`src/logic/refresh_map.vh`:
```
// Overview of operation
// - Up to sixteen tiles per scan line; stacked windows limited only by line count.
// - Tile arrangement is held fixed for all lines of a strip.
// - Strip header gives line count, tile count and next strip address halves.
// - Tile descriptors are consecutive: width, start word and bit, bits per pixel.
// - Fetch exactly the programmed word count; show only first to last bit.
// - Four border enables per tile: top, bottom, left, right.
// - Two-bit window status presented while the tile's pixels are output.
// - Byte-swapped and non-linear source layouts are addressed accordingly.
// - Zoom bit magnifies a tile by horizontal and vertical pixel replication.
// - Field background bit makes the tile show background colour.
// - Borders are one pixel wide, colour from one shared 8-bit register.
// - Uncovered area shows 8-bit background colour and causes no fetches.
// - 1, 2 and 4 bit pixels padded via three 8-bit map registers.
// - Window output starts and stops on any pixel.
// - First strip address from a register, later ones from the link field.
// - CPU parameter writes reach the active set only at vertical retrace.
// - Video DRAM shift-register load replaces word fetches when enabled.
// - Separate horizontal and vertical zoom factors, 1 to 64, in registers.
// - Window status drives two external palette select lines.
`ifndef REFRESH_MAP_VH
`define REFRESH_MAP_VH
// register indices
`define REG_FIRST_LO 4'h0
`define REG_FIRST_HI 4'h1
`define REG_BORDER 4'h2
`define REG_FIELD_BG 4'h3
`define REG_MAP1 4'h4
`define REG_MAP2 4'h5
`define REG_MAP4 4'h6
`define REG_ZOOM_H 4'h7
`define REG_ZOOM_V 4'h8
`define REG_CTRL 4'h9
`define REG_STATUS 4'hA
// control bits
`define CTRL_EN 0
`define CTRL_VDRAM 1
// header and descriptor lengths in words
`define HDR_WORDS 3'h4
`define DESC_WORDS 3'h5
// descriptor word 2 fields
`define D2_ADDR_HI 5:0
`define D2_FIRST 9:6
`define D2_LAST 13:10
// descriptor word 3 fields
`define D3_WORDS 7:0
`define D3_BPP 9:8
`define D3_TOP 10
`define D3_BOT 11
`define D3_LEFT 12
`define D3_RIGHT 13
// descriptor word 4 fields
`define D4_STATUS 1:0
`define D4_SWAP 2
`define D4_NONLIN 3
`define D4_ZOOM 4
`define D4_FIELD 5
// second bank offset of non-linear bit maps
`define NL_BANK_OFS 22'h002000
`endif

```
`src/logic/screen_refresh_engine.v`:
```
`timescale 1ns/100ps
`include "refresh_map.vh"
module screen_refresh_engine #(
    parameter MAX_TILES = 16,
    parameter PIX_DIV = 4
)
(
    // clock and reset
    input wire I_CLK,
    input wire I_RST,
    // register port
    input wire [3:0] I_REG_ADDR,
    input wire [15:0] I_REG_WDATA,
    input wire I_REG_WR,
    input wire I_REG_RD,
    output reg [15:0] O_REG_RDATA,
    // video timing pins
    input wire I_VRETRACE,
    input wire I_HSTART,
    // graphics memory
    output wire O_MEM_REQ,
    output wire O_MEM_XFER,
    output wire [21:0] O_MEM_ADDR,
    input wire I_MEM_VALID,
    input wire [15:0] I_MEM_DATA,
    // video output
    output reg [7:0] O_PIXEL,
    output reg O_PIX_VALID,
    output reg [1:0] O_WIN_STATUS,
    output reg O_IN_WINDOW
);

localparam S_IDLE = 3'h0;
localparam S_HDR = 3'h1;
localparam S_DESC = 3'h2;
localparam S_TILE = 3'h3;
localparam S_FETCH = 3'h4;
localparam S_EMIT = 3'h5;
localparam S_ADV = 3'h6;

// ==========================================
// pin synchronisers and pixel divider
reg vr_s1_reg, vr_s2_reg, vr_s3_reg, hs_s1_reg, hs_s2_reg, hs_s3_reg;
reg [7:0] div_reg;
wire vr_rise = vr_s2_reg & ~vr_s3_reg;
wire hs_rise = hs_s2_reg & ~hs_s3_reg;
wire pix_en = (div_reg == PIX_DIV - 1);

always @(posedge I_CLK)
begin
    if (I_RST)
    begin
        {vr_s1_reg, vr_s2_reg, vr_s3_reg} <= 3'h0;
        {hs_s1_reg, hs_s2_reg, hs_s3_reg} <= 3'h0;
        div_reg <= 8'h00;
    end
    else
    begin
        vr_s1_reg <= I_VRETRACE;
        vr_s2_reg <= vr_s1_reg;
        vr_s3_reg <= vr_s2_reg;
        hs_s1_reg <= I_HSTART;
        hs_s2_reg <= hs_s1_reg;
        hs_s3_reg <= hs_s2_reg;
        div_reg <= pix_en ? 8'h00 : div_reg + 8'h01;
    end
end

// ==========================================
// shadow and active register sets
reg [21:0] sh_first_reg, act_first_reg;
reg [7:0] sh_border_reg, act_border_reg, sh_bg_reg, act_bg_reg;
reg [7:0] sh_map1_reg, act_map1_reg, sh_map2_reg, act_map2_reg, sh_map4_reg, act_map4_reg;
reg [5:0] sh_zh_reg, act_zh_reg, sh_zv_reg, act_zv_reg;
reg [1:0] sh_ctrl_reg, act_ctrl_reg;
reg [2:0] state_reg;
reg [4:0] tidx_reg;

always @(posedge I_CLK)
begin
    if (I_RST)
    begin
        sh_first_reg <= 22'h000000;
        act_first_reg <= 22'h000000;
        {sh_border_reg, act_border_reg, sh_bg_reg, act_bg_reg} <= 32'h00000000;
        {sh_map1_reg, act_map1_reg, sh_map2_reg, act_map2_reg} <= 32'h00000000;
        {sh_map4_reg, act_map4_reg} <= 16'h0000;
        {sh_zh_reg, act_zh_reg, sh_zv_reg, act_zv_reg} <= 24'h000000;
        {sh_ctrl_reg, act_ctrl_reg} <= 4'h0;
        O_REG_RDATA <= 16'h0000;
    end
    else
    begin
        if (I_REG_WR)
        begin
            case (I_REG_ADDR)
                `REG_FIRST_LO: sh_first_reg[15:0] <= I_REG_WDATA;
                `REG_FIRST_HI: sh_first_reg[21:16] <= I_REG_WDATA[5:0];
                `REG_BORDER: sh_border_reg <= I_REG_WDATA[7:0];
                `REG_FIELD_BG: sh_bg_reg <= I_REG_WDATA[7:0];
                `REG_MAP1: sh_map1_reg <= I_REG_WDATA[7:0];
                `REG_MAP2: sh_map2_reg <= I_REG_WDATA[7:0];
                `REG_MAP4: sh_map4_reg <= I_REG_WDATA[7:0];
                `REG_ZOOM_H: sh_zh_reg <= I_REG_WDATA[5:0];
                `REG_ZOOM_V: sh_zv_reg <= I_REG_WDATA[5:0];
                `REG_CTRL: sh_ctrl_reg <= I_REG_WDATA[1:0];
                default: sh_ctrl_reg <= sh_ctrl_reg;
            endcase
        end
        if (vr_rise)
        begin
            act_first_reg <= sh_first_reg;
            act_border_reg <= sh_border_reg;
            act_bg_reg <= sh_bg_reg;
            act_map1_reg <= sh_map1_reg;
            act_map2_reg <= sh_map2_reg;
            act_map4_reg <= sh_map4_reg;
            act_zh_reg <= sh_zh_reg;
            act_zv_reg <= sh_zv_reg;
            act_ctrl_reg <= sh_ctrl_reg;
        end
        if (I_REG_RD)
        begin
            case (I_REG_ADDR)
                `REG_FIRST_LO: O_REG_RDATA <= sh_first_reg[15:0];
                `REG_FIRST_HI: O_REG_RDATA <= {10'h000, sh_first_reg[21:16]};
                `REG_BORDER: O_REG_RDATA <= {8'h00, sh_border_reg};
                `REG_FIELD_BG: O_REG_RDATA <= {8'h00, sh_bg_reg};
                `REG_MAP1: O_REG_RDATA <= {8'h00, sh_map1_reg};
                `REG_MAP2: O_REG_RDATA <= {8'h00, sh_map2_reg};
                `REG_MAP4: O_REG_RDATA <= {8'h00, sh_map4_reg};
                `REG_ZOOM_H: O_REG_RDATA <= {10'h000, sh_zh_reg};
                `REG_ZOOM_V: O_REG_RDATA <= {10'h000, sh_zv_reg};
                `REG_CTRL: O_REG_RDATA <= {14'h0000, sh_ctrl_reg};
                `REG_STATUS: O_REG_RDATA <= {5'h00, O_IN_WINDOW, state_reg, 2'h0, tidx_reg};
                default: O_REG_RDATA <= 16'h0000;
            endcase
        end
    end
end

// ==========================================
// strip walker
reg [15:0] t_width [0:MAX_TILES-1];
reg [21:0] t_row [0:MAX_TILES-1];
reg [15:0] t_d2 [0:MAX_TILES-1];
reg [15:0] t_d3 [0:MAX_TILES-1];
reg [15:0] t_d4 [0:MAX_TILES-1];
reg [21:0] strip_ptr_reg, next_ptr_reg, fa_reg, waddr_reg;
reg [15:0] lines_left_reg, line_idx_reg, sh_reg;
reg [4:0] ntiles_reg, bits_left_reg;
reg [2:0] widx_reg;
reg [5:0] vrep_reg, hrep_reg;
reg [7:0] words_left_reg;
reg first_word_reg, pix_first_reg;

wire [15:0] d2 = t_d2[tidx_reg[3:0]];
wire [15:0] d3 = t_d3[tidx_reg[3:0]];
wire [15:0] d4 = t_d4[tidx_reg[3:0]];
wire vdram = act_ctrl_reg[`CTRL_VDRAM];
wire field_tile = d4[`D4_FIELD];
wire odd_line = line_idx_reg[0];
wire [4:0] bpp = 5'h01 << d3[`D3_BPP];
wire [3:0] bit_lo = first_word_reg ? d2[`D2_FIRST] : 4'h0;
wire [3:0] bit_hi = (words_left_reg == 8'h01) ? d2[`D2_LAST] : 4'hF;
wire [4:0] bit_cnt = {1'b0, bit_hi} - {1'b0, bit_lo} + 5'h01;
wire [15:0] word_in = d4[`D4_SWAP] ? {I_MEM_DATA[7:0], I_MEM_DATA[15:8]} : I_MEM_DATA;
wire fetch_wait = ~field_tile & (~vdram | first_word_reg);
wire word_ok = field_tile | I_MEM_VALID;
wire rep_done = ~d4[`D4_ZOOM] | (hrep_reg == act_zh_reg);
wire word_end = rep_done & ({1'b0, bits_left_reg} < {bpp, 1'b0});
wire row_step = (~d4[`D4_ZOOM] | (vrep_reg == act_zv_reg)) & (~d4[`D4_NONLIN] | odd_line);

assign O_MEM_REQ = (state_reg == S_HDR) | (state_reg == S_DESC)
    | ((state_reg == S_FETCH) & fetch_wait);
assign O_MEM_XFER = (state_reg == S_FETCH) & vdram & first_word_reg & ~field_tile;
assign O_MEM_ADDR = (state_reg == S_FETCH) ? waddr_reg : fa_reg;

// pixel colour of the current emit slot
reg [7:0] colour;
always @*
begin
    colour = 8'h00;
    case (d3[`D3_BPP])
        2'h0: colour = {act_map1_reg[7:1], sh_reg[15]};
        2'h1: colour = {act_map2_reg[7:2], sh_reg[15:14]};
        2'h2: colour = {act_map4_reg[7:4], sh_reg[15:12]};
        default: colour = sh_reg[15:8];
    endcase
    if (field_tile)
        colour = act_bg_reg;
    if ((pix_first_reg & d3[`D3_LEFT]) | (words_left_reg == 8'h00 & word_end & d3[`D3_RIGHT])
        | (line_idx_reg == 16'h0000 & d3[`D3_TOP]) | (lines_left_reg == 16'h0001 & d3[`D3_BOT]))
        colour = act_border_reg;
end

always @(posedge I_CLK)
begin
    if (I_RST)
    begin
        state_reg <= S_IDLE;
        {strip_ptr_reg, next_ptr_reg, fa_reg, waddr_reg} <= 88'h0;
        {lines_left_reg, line_idx_reg, sh_reg} <= 48'h0;
        {ntiles_reg, bits_left_reg, widx_reg, tidx_reg} <= 18'h00000;
        {vrep_reg, hrep_reg, words_left_reg} <= 20'h00000;
        {first_word_reg, pix_first_reg} <= 2'h0;
        O_PIXEL <= 8'h00;
        O_PIX_VALID <= 1'b0;
        O_WIN_STATUS <= 2'h0;
        O_IN_WINDOW <= 1'b0;
    end
    else if (vr_rise)
    begin
        state_reg <= S_IDLE;
        strip_ptr_reg <= sh_first_reg;
        lines_left_reg <= 16'h0000;
        O_PIX_VALID <= pix_en;
        O_IN_WINDOW <= 1'b0;
    end
    else
    begin
        O_PIX_VALID <= pix_en;
        if (pix_en & (state_reg != S_EMIT))
        begin
            O_PIXEL <= act_bg_reg;
            O_IN_WINDOW <= 1'b0;
        end
        case (state_reg)
            S_IDLE:
            begin
                tidx_reg <= 5'h00;
                widx_reg <= 3'h0;
                fa_reg <= strip_ptr_reg;
                if (hs_rise & act_ctrl_reg[`CTRL_EN])
                    state_reg <= (lines_left_reg == 16'h0000) ? S_HDR : S_TILE;
            end
            S_HDR:
                if (I_MEM_VALID)
                begin
                    fa_reg <= fa_reg + 22'h000001;
                    widx_reg <= widx_reg + 3'h1;
                    case (widx_reg)
                        3'h0: lines_left_reg <= (I_MEM_DATA == 16'h0000) ? 16'h0001 : I_MEM_DATA;
                        3'h1: ntiles_reg <= (I_MEM_DATA > MAX_TILES) ? MAX_TILES[4:0] : I_MEM_DATA[4:0];
                        3'h2: next_ptr_reg[15:0] <= I_MEM_DATA;
                        default: next_ptr_reg[21:16] <= I_MEM_DATA[5:0];
                    endcase
                    if (widx_reg == `HDR_WORDS - 3'h1)
                    begin
                        widx_reg <= 3'h0;
                        line_idx_reg <= 16'h0000;
                        vrep_reg <= 6'h00;
                        state_reg <= (ntiles_reg == 5'h00 && I_MEM_DATA == 16'h0000 && 1'b0)
                            ? S_TILE : S_DESC;
                        if (ntiles_reg == 5'h00)
                            state_reg <= S_TILE;
                    end
                end
            S_DESC:
                if (I_MEM_VALID)
                begin
                    fa_reg <= fa_reg + 22'h000001;
                    widx_reg <= widx_reg + 3'h1;
                    case (widx_reg)
                        3'h0: t_width[tidx_reg[3:0]] <= I_MEM_DATA;
                        3'h1: t_row[tidx_reg[3:0]][15:0] <= I_MEM_DATA;
                        3'h2:
                        begin
                            t_d2[tidx_reg[3:0]] <= I_MEM_DATA;
                            t_row[tidx_reg[3:0]][21:16] <= I_MEM_DATA[`D2_ADDR_HI];
                        end
                        3'h3: t_d3[tidx_reg[3:0]] <= I_MEM_DATA;
                        default: t_d4[tidx_reg[3:0]] <= I_MEM_DATA;
                    endcase
                    if (widx_reg == `DESC_WORDS - 3'h1)
                    begin
                        widx_reg <= 3'h0;
                        tidx_reg <= tidx_reg + 5'h01;
                        if (tidx_reg + 5'h01 == ntiles_reg)
                        begin
                            tidx_reg <= 5'h00;
                            state_reg <= S_TILE;
                        end
                    end
                end
            S_TILE:
                if (tidx_reg == ntiles_reg)
                begin
                    tidx_reg <= 5'h00;
                    state_reg <= S_ADV;
                end
                else if (d3[`D3_WORDS] == 8'h00)
                    tidx_reg <= tidx_reg + 5'h01;
                else
                begin
                    words_left_reg <= d3[`D3_WORDS];
                    first_word_reg <= 1'b1;
                    pix_first_reg <= 1'b1;
                    hrep_reg <= 6'h00;
                    waddr_reg <= t_row[tidx_reg[3:0]]
                        + ((d4[`D4_NONLIN] & odd_line) ? `NL_BANK_OFS : 22'h000000);
                    state_reg <= S_FETCH;
                end
            S_FETCH:
                if (word_ok)
                begin
                    sh_reg <= word_in << bit_lo;
                    bits_left_reg <= bit_cnt;
                    words_left_reg <= words_left_reg - 8'h01;
                    waddr_reg <= waddr_reg + 22'h000001;
                    first_word_reg <= 1'b0;
                    state_reg <= S_EMIT;
                end
            S_EMIT:
                if (pix_en)
                begin
                    O_PIXEL <= colour;
                    O_WIN_STATUS <= d4[`D4_STATUS];
                    O_IN_WINDOW <= 1'b1;
                    pix_first_reg <= 1'b0;
                    hrep_reg <= rep_done ? 6'h00 : hrep_reg + 6'h01;
                    if (rep_done)
                    begin
                        sh_reg <= sh_reg << bpp;
                        bits_left_reg <= bits_left_reg - bpp;
                    end
                    if (word_end | (bits_left_reg < bpp))
                    begin
                        if (words_left_reg == 8'h00)
                        begin
                            tidx_reg <= tidx_reg + 5'h01;
                            state_reg <= S_TILE;
                        end
                        else
                            state_reg <= S_FETCH;
                    end
                end
            S_ADV:
                if (tidx_reg == ntiles_reg)
                begin
                    vrep_reg <= (vrep_reg == act_zv_reg) ? 6'h00 : vrep_reg + 6'h01;
                    line_idx_reg <= line_idx_reg + 16'h0001;
                    lines_left_reg <= lines_left_reg - 16'h0001;
                    if (lines_left_reg == 16'h0001)
                        strip_ptr_reg <= next_ptr_reg;
                    state_reg <= S_IDLE;
                end
                else
                begin
                    if (row_step)
                        t_row[tidx_reg[3:0]] <= t_row[tidx_reg[3:0]]
                            + {6'h00, t_width[tidx_reg[3:0]]};
                    tidx_reg <= tidx_reg + 5'h01;
                end
            default: state_reg <= S_IDLE;
        endcase
    end
end

endmodule

```
`config.mk`:
```
export PLATFORM = sky130hd
export DESIGN_NAME = screen_refresh_engine
export DESIGN_NICKNAME = d
export VERILOG_FILES = /design/src/logic/screen_refresh_engine.v
export VERILOG_INCLUDE_DIRS = /design/src /design/src/logic
export SDC_FILE = /design/constraint.sdc
export NUM_CORES = 2
export LEC_CHECK = 0
export BUFFER_PORTS_ARGS = -buffer_cell sky130_fd_sc_hd__buf_2
export CORE_ASPECT_RATIO = 1.4
export CORE_UTILIZATION = 38
export CTS_BUF_LIST = sky130_fd_sc_hd__clkbuf_8
export DETAILED_ROUTE_END_ITERATION = 7
export HOLD_SLACK_MARGIN = 0.05
export PLACE_DENSITY = 0.57
export SLEW_MARGIN = 15
export SYNTH_ARGS = -nofsm -noshare
export SYNTH_HDL_FRONTEND = slang
export SYNTH_SLANG_ARGS = --single-unit
```
`constraint.sdc`:
```
create_clock -name I_CLK -period 6.9 [get_ports I_CLK]
set_input_delay 1.725 -clock I_CLK [delete_from_list [all_inputs] [get_ports I_CLK]]
set_output_delay 1.725 -clock I_CLK [all_outputs]
set_load 0.02 [all_outputs]
```
==> results.md <==
* Reg clk slew, reported paths at 0.07 ns
* Die W at 338 µm
* Crit path max-delay family: buffers and inverters
* Worst reg-to-reg path cell count at 12
* Number of H-tree levels at 4
* Row count at 172
* Drt wl/cell at 25.5 µm
* Clock sinks at 1,404
* Cts repair resizes at 0
* Library cells used by synthesis at 88
* Vias post-DR at 37,100
* Syn Area/Cell at 14.2 µm²
* CTS Buf Count at 200
* Placed inst area at 63,400 µm²
* Internal power at 0.0128 W
* Vias in the first global route at 37,000
* Die Y at 473 µm
* Unrepaired setup endpoints after global routing: false
* Post-Route Skew at 0.0267 ns
* Hold-fix buffers at CTS at 0
* Initial drt markers at 3,281
* YS warnings at 0
* Die area at 160,000 µm²
* Fin crit period at 6.08 ns
* Met3 track demand over resource at 3.20%
* Root Buffer: clkbuf_8
* Power Dens Cells at 253 nW/µm²
* Multiplexer share of the synthesized area at 15.3%
* Worst path max stage delay at 0.87 ns
* GRT busiest layer: met2
* Routing usage on met2 at 37.2%
* Io pins at 95
* Max reg flops at 352
* Port buffer count at 94
* Met1 Use GR at 26.1%
* Crit Path Category: reg -> out
* Slew margin rel. at 18.2%
* Clock buffer depth at 3
* R2R setup slack at 1.23 ns
* Slew Viols, Final at 0
* Maximum vdd ir drop at 0.221 mV
* Primary FF master, synth: edfxtp_1
* Status: finished, final reports clean
* Compound-Gate Fraction of Synth Area at 6.98%
* Critical path arrival at 4.35 ns
* Tightest Hold Check Type: reg -> reg
* CTS tree: built
* Net count after synthesis at 4,344
* Routed wire length at 170,000 µm
* Reg power frac at 54.3%
* Gate power share at 8.9%
* Routed vias/inst at 5.58
* Setup total negative slack at 0 ns
* FF-to-FF End: t_row[13][20]
* Worst path cell trace: buf_4 -> mux4_2 -> and2_1 -> a211oi_1 -> a31oi_1 -> nand2b_1 -> o21ai_0 -> buf_2
* Startpoint types: flip-flop
* Pre-antenna DRT Iters at 6
* Pin count of the biggest net entering global routing at 78
* Final period util at 88.1%
* XOR/XNOR Fraction of Synth Area at 1.06%
* Sequential share of the synthesized area at 64.2%
* GRT Resource Usage Total at 21.1%
* Worst Hold End: vr_s2_reg
* Layout cells sized above 1 at 20.1%
* Synth Cell Area at 60,200 µm²
* Worst-Margin Slew at 1.22 ns
* Post-Synth Adder-Cell Area at 1.31%
* Total gr overflow at 0
* DRT antenna net count at 0
* Critical Path Fanout Max at 46
* Routability Congestion at 0.842
* Simple-gate area share of the yosys netlist at 8.81%
* Initial antenna violation count at 9
* Critical path required time at 5.18 ns
* EDFF count, synth at 1,056
* Cells after Synth at 4,240
* Flip-flop and latch count after synthesis at 1,404
* Main combinational cell family by area after synthesis: multiplexers
* Design Area, Final at 67,200 µm²
* Hold Fails Final Rpt at 0
* Initial Utilization at 38.3%
* Fmax achieved at 165 MHz
* Area grow syn2layout at 11.6%
* Clock power frac at 36.8%
* Remaining DRCs at 0
* Worst-Skew Late Latency at 0.92 ns
* Fin Hold WS at 0.450 ns
* Post-DP HPWL at 110,000 µm
* Fin util at 42.8%
* P_sw at 0.00424 W
* Final nets at 4,507
* Core Region at 157,000 µm²
* Final setup vio count at 0
* Async set-reset flop share out of synthesis at 0%
* Switching share of power at 25.0%
* HP Start: vr_s1_reg
* Hold Path Stages at 1
* Number of max-cap violations at 0
* Worst setup EP type: output pin
* Buf/Inv on CP at 2
* Slowest cell on the critical path: dfxtp_4
* Post-CTS Repair Setup Buffers at 0
* Global-route wire length before repair at 249,000 µm
* Leakage at 22.0 nW
kinds of logic (layout without fill, tap and decap cells):
group | count (synthesis) | after routing
other | 0 | 5
buffers and inverters | 328 | 652
multiplexers | 514 | 514
AND/OR/NAND/NOR | 1202 | 1202
AO/OA/AOI/OAI | 658 | 658
XOR/XNOR | 73 | 73
adder cells (fa/ha/maj) | 61 | 61
flip-flops | 1404 | 1404
synthesized netlist by cell type, types with 35 or more instances:
cell	instances	area [µm²]
dfxtp_1	348	6970
a21oi_1	195	976
nand3_1	90	450
clkbuf_1	209	785
o21ai_0	149	746
edfxtp_1	1056	31700
inv_1	45	169
o211ai_1	48	360
nand2_1	440	1650
a211oi_1	49	368
xor2_1	41	359
ha_1	58	726
buf_2	35	175
mux4_2	306	6890
nor2_1	401	1510
a22oi_1	39	293
mux2i_1	171	1710
nor3_1	48	240
per-layer routing:
layer | vias to the layer above | part of all wire (%)
met3 | 291 | 5.3
met5 | - | 0.022
met4 | 6 | 3.3
met2 | 1187 | 51
li1 | 16600 | -
met1 | 19000 | 40
per-stage QoR:
stage | total power [W] | instances | worst slack, ns
2_1_floorplan | 0.0104 | 4240 | 0.0411
3_3_place_gp | 0.0109 | 6289 | 0.941
3_5_place_dp | 0.0109 | 6289 | 1.28
4_1_cts | 0.0172 | 6652 | 0.744
5_1_grt | 0.0176 | 6653 | 0.604
6_report | 0.0170 | 6657 | 0.824
power groups by stage:
stage	Sequential [W]	Clock, W	Combinational [W]
2_1_floorplan	0.00936	0	0.00106
3_3_place_gp	0.00941	0	0.00151
3_5_place_dp	0.00941	0	0.00152
4_1_cts	0.00923	0.00640	0.00152
5_1_grt	0.00924	0.00672	0.00165
6_report	0.00923	0.00626	0.00152
cell usage in the layout (no fill, tap or decap), types with 41 or more instances in the layout:
cell      count
a211oi_1     49
a21oi_1     195
buf_2        93
buf_4       142
clkbuf_8    213
dfxtp_1     345
edfxtp_1   1056
ha_1         58
inv_1       105
mux2i_1     170
mux4_2      306
nand2_1     439
nand3_1      90
nor2_1      367
nor3_1       47
o211ai_1     48
o21ai_0     147
xor2_1       41
how the worst max path moves through the flow:
stage,slack [ns],start,to,cells after the start
global placement,0.94,flip-flop,t_row[4][20],13
detailed placement,1.28,flip-flop,t_row[6][20],12
finish,0.82,flip-flop,O_MEM_REQ,8
floorplan,0.04,flip-flop,t_row[0][18],22
CTS,0.74,flip-flop,O_MEM_REQ,8
global route,0.60,flip-flop,O_MEM_REQ,8
final cells by class:
cell class                      count  area, µm²
Timing Repair Buffer              242       1670
Sequential cell                  1404      38700
Fill cell                       14300      89900
Inverter                           47        179
Clock buffer                      213       2930
Tap cell                         2088       2610
Clock inverter                    150        813
Antenna cell                        5       12.5
Multi-Input combinational cell   2508      20300
Power figures use the tool's default switching activity.
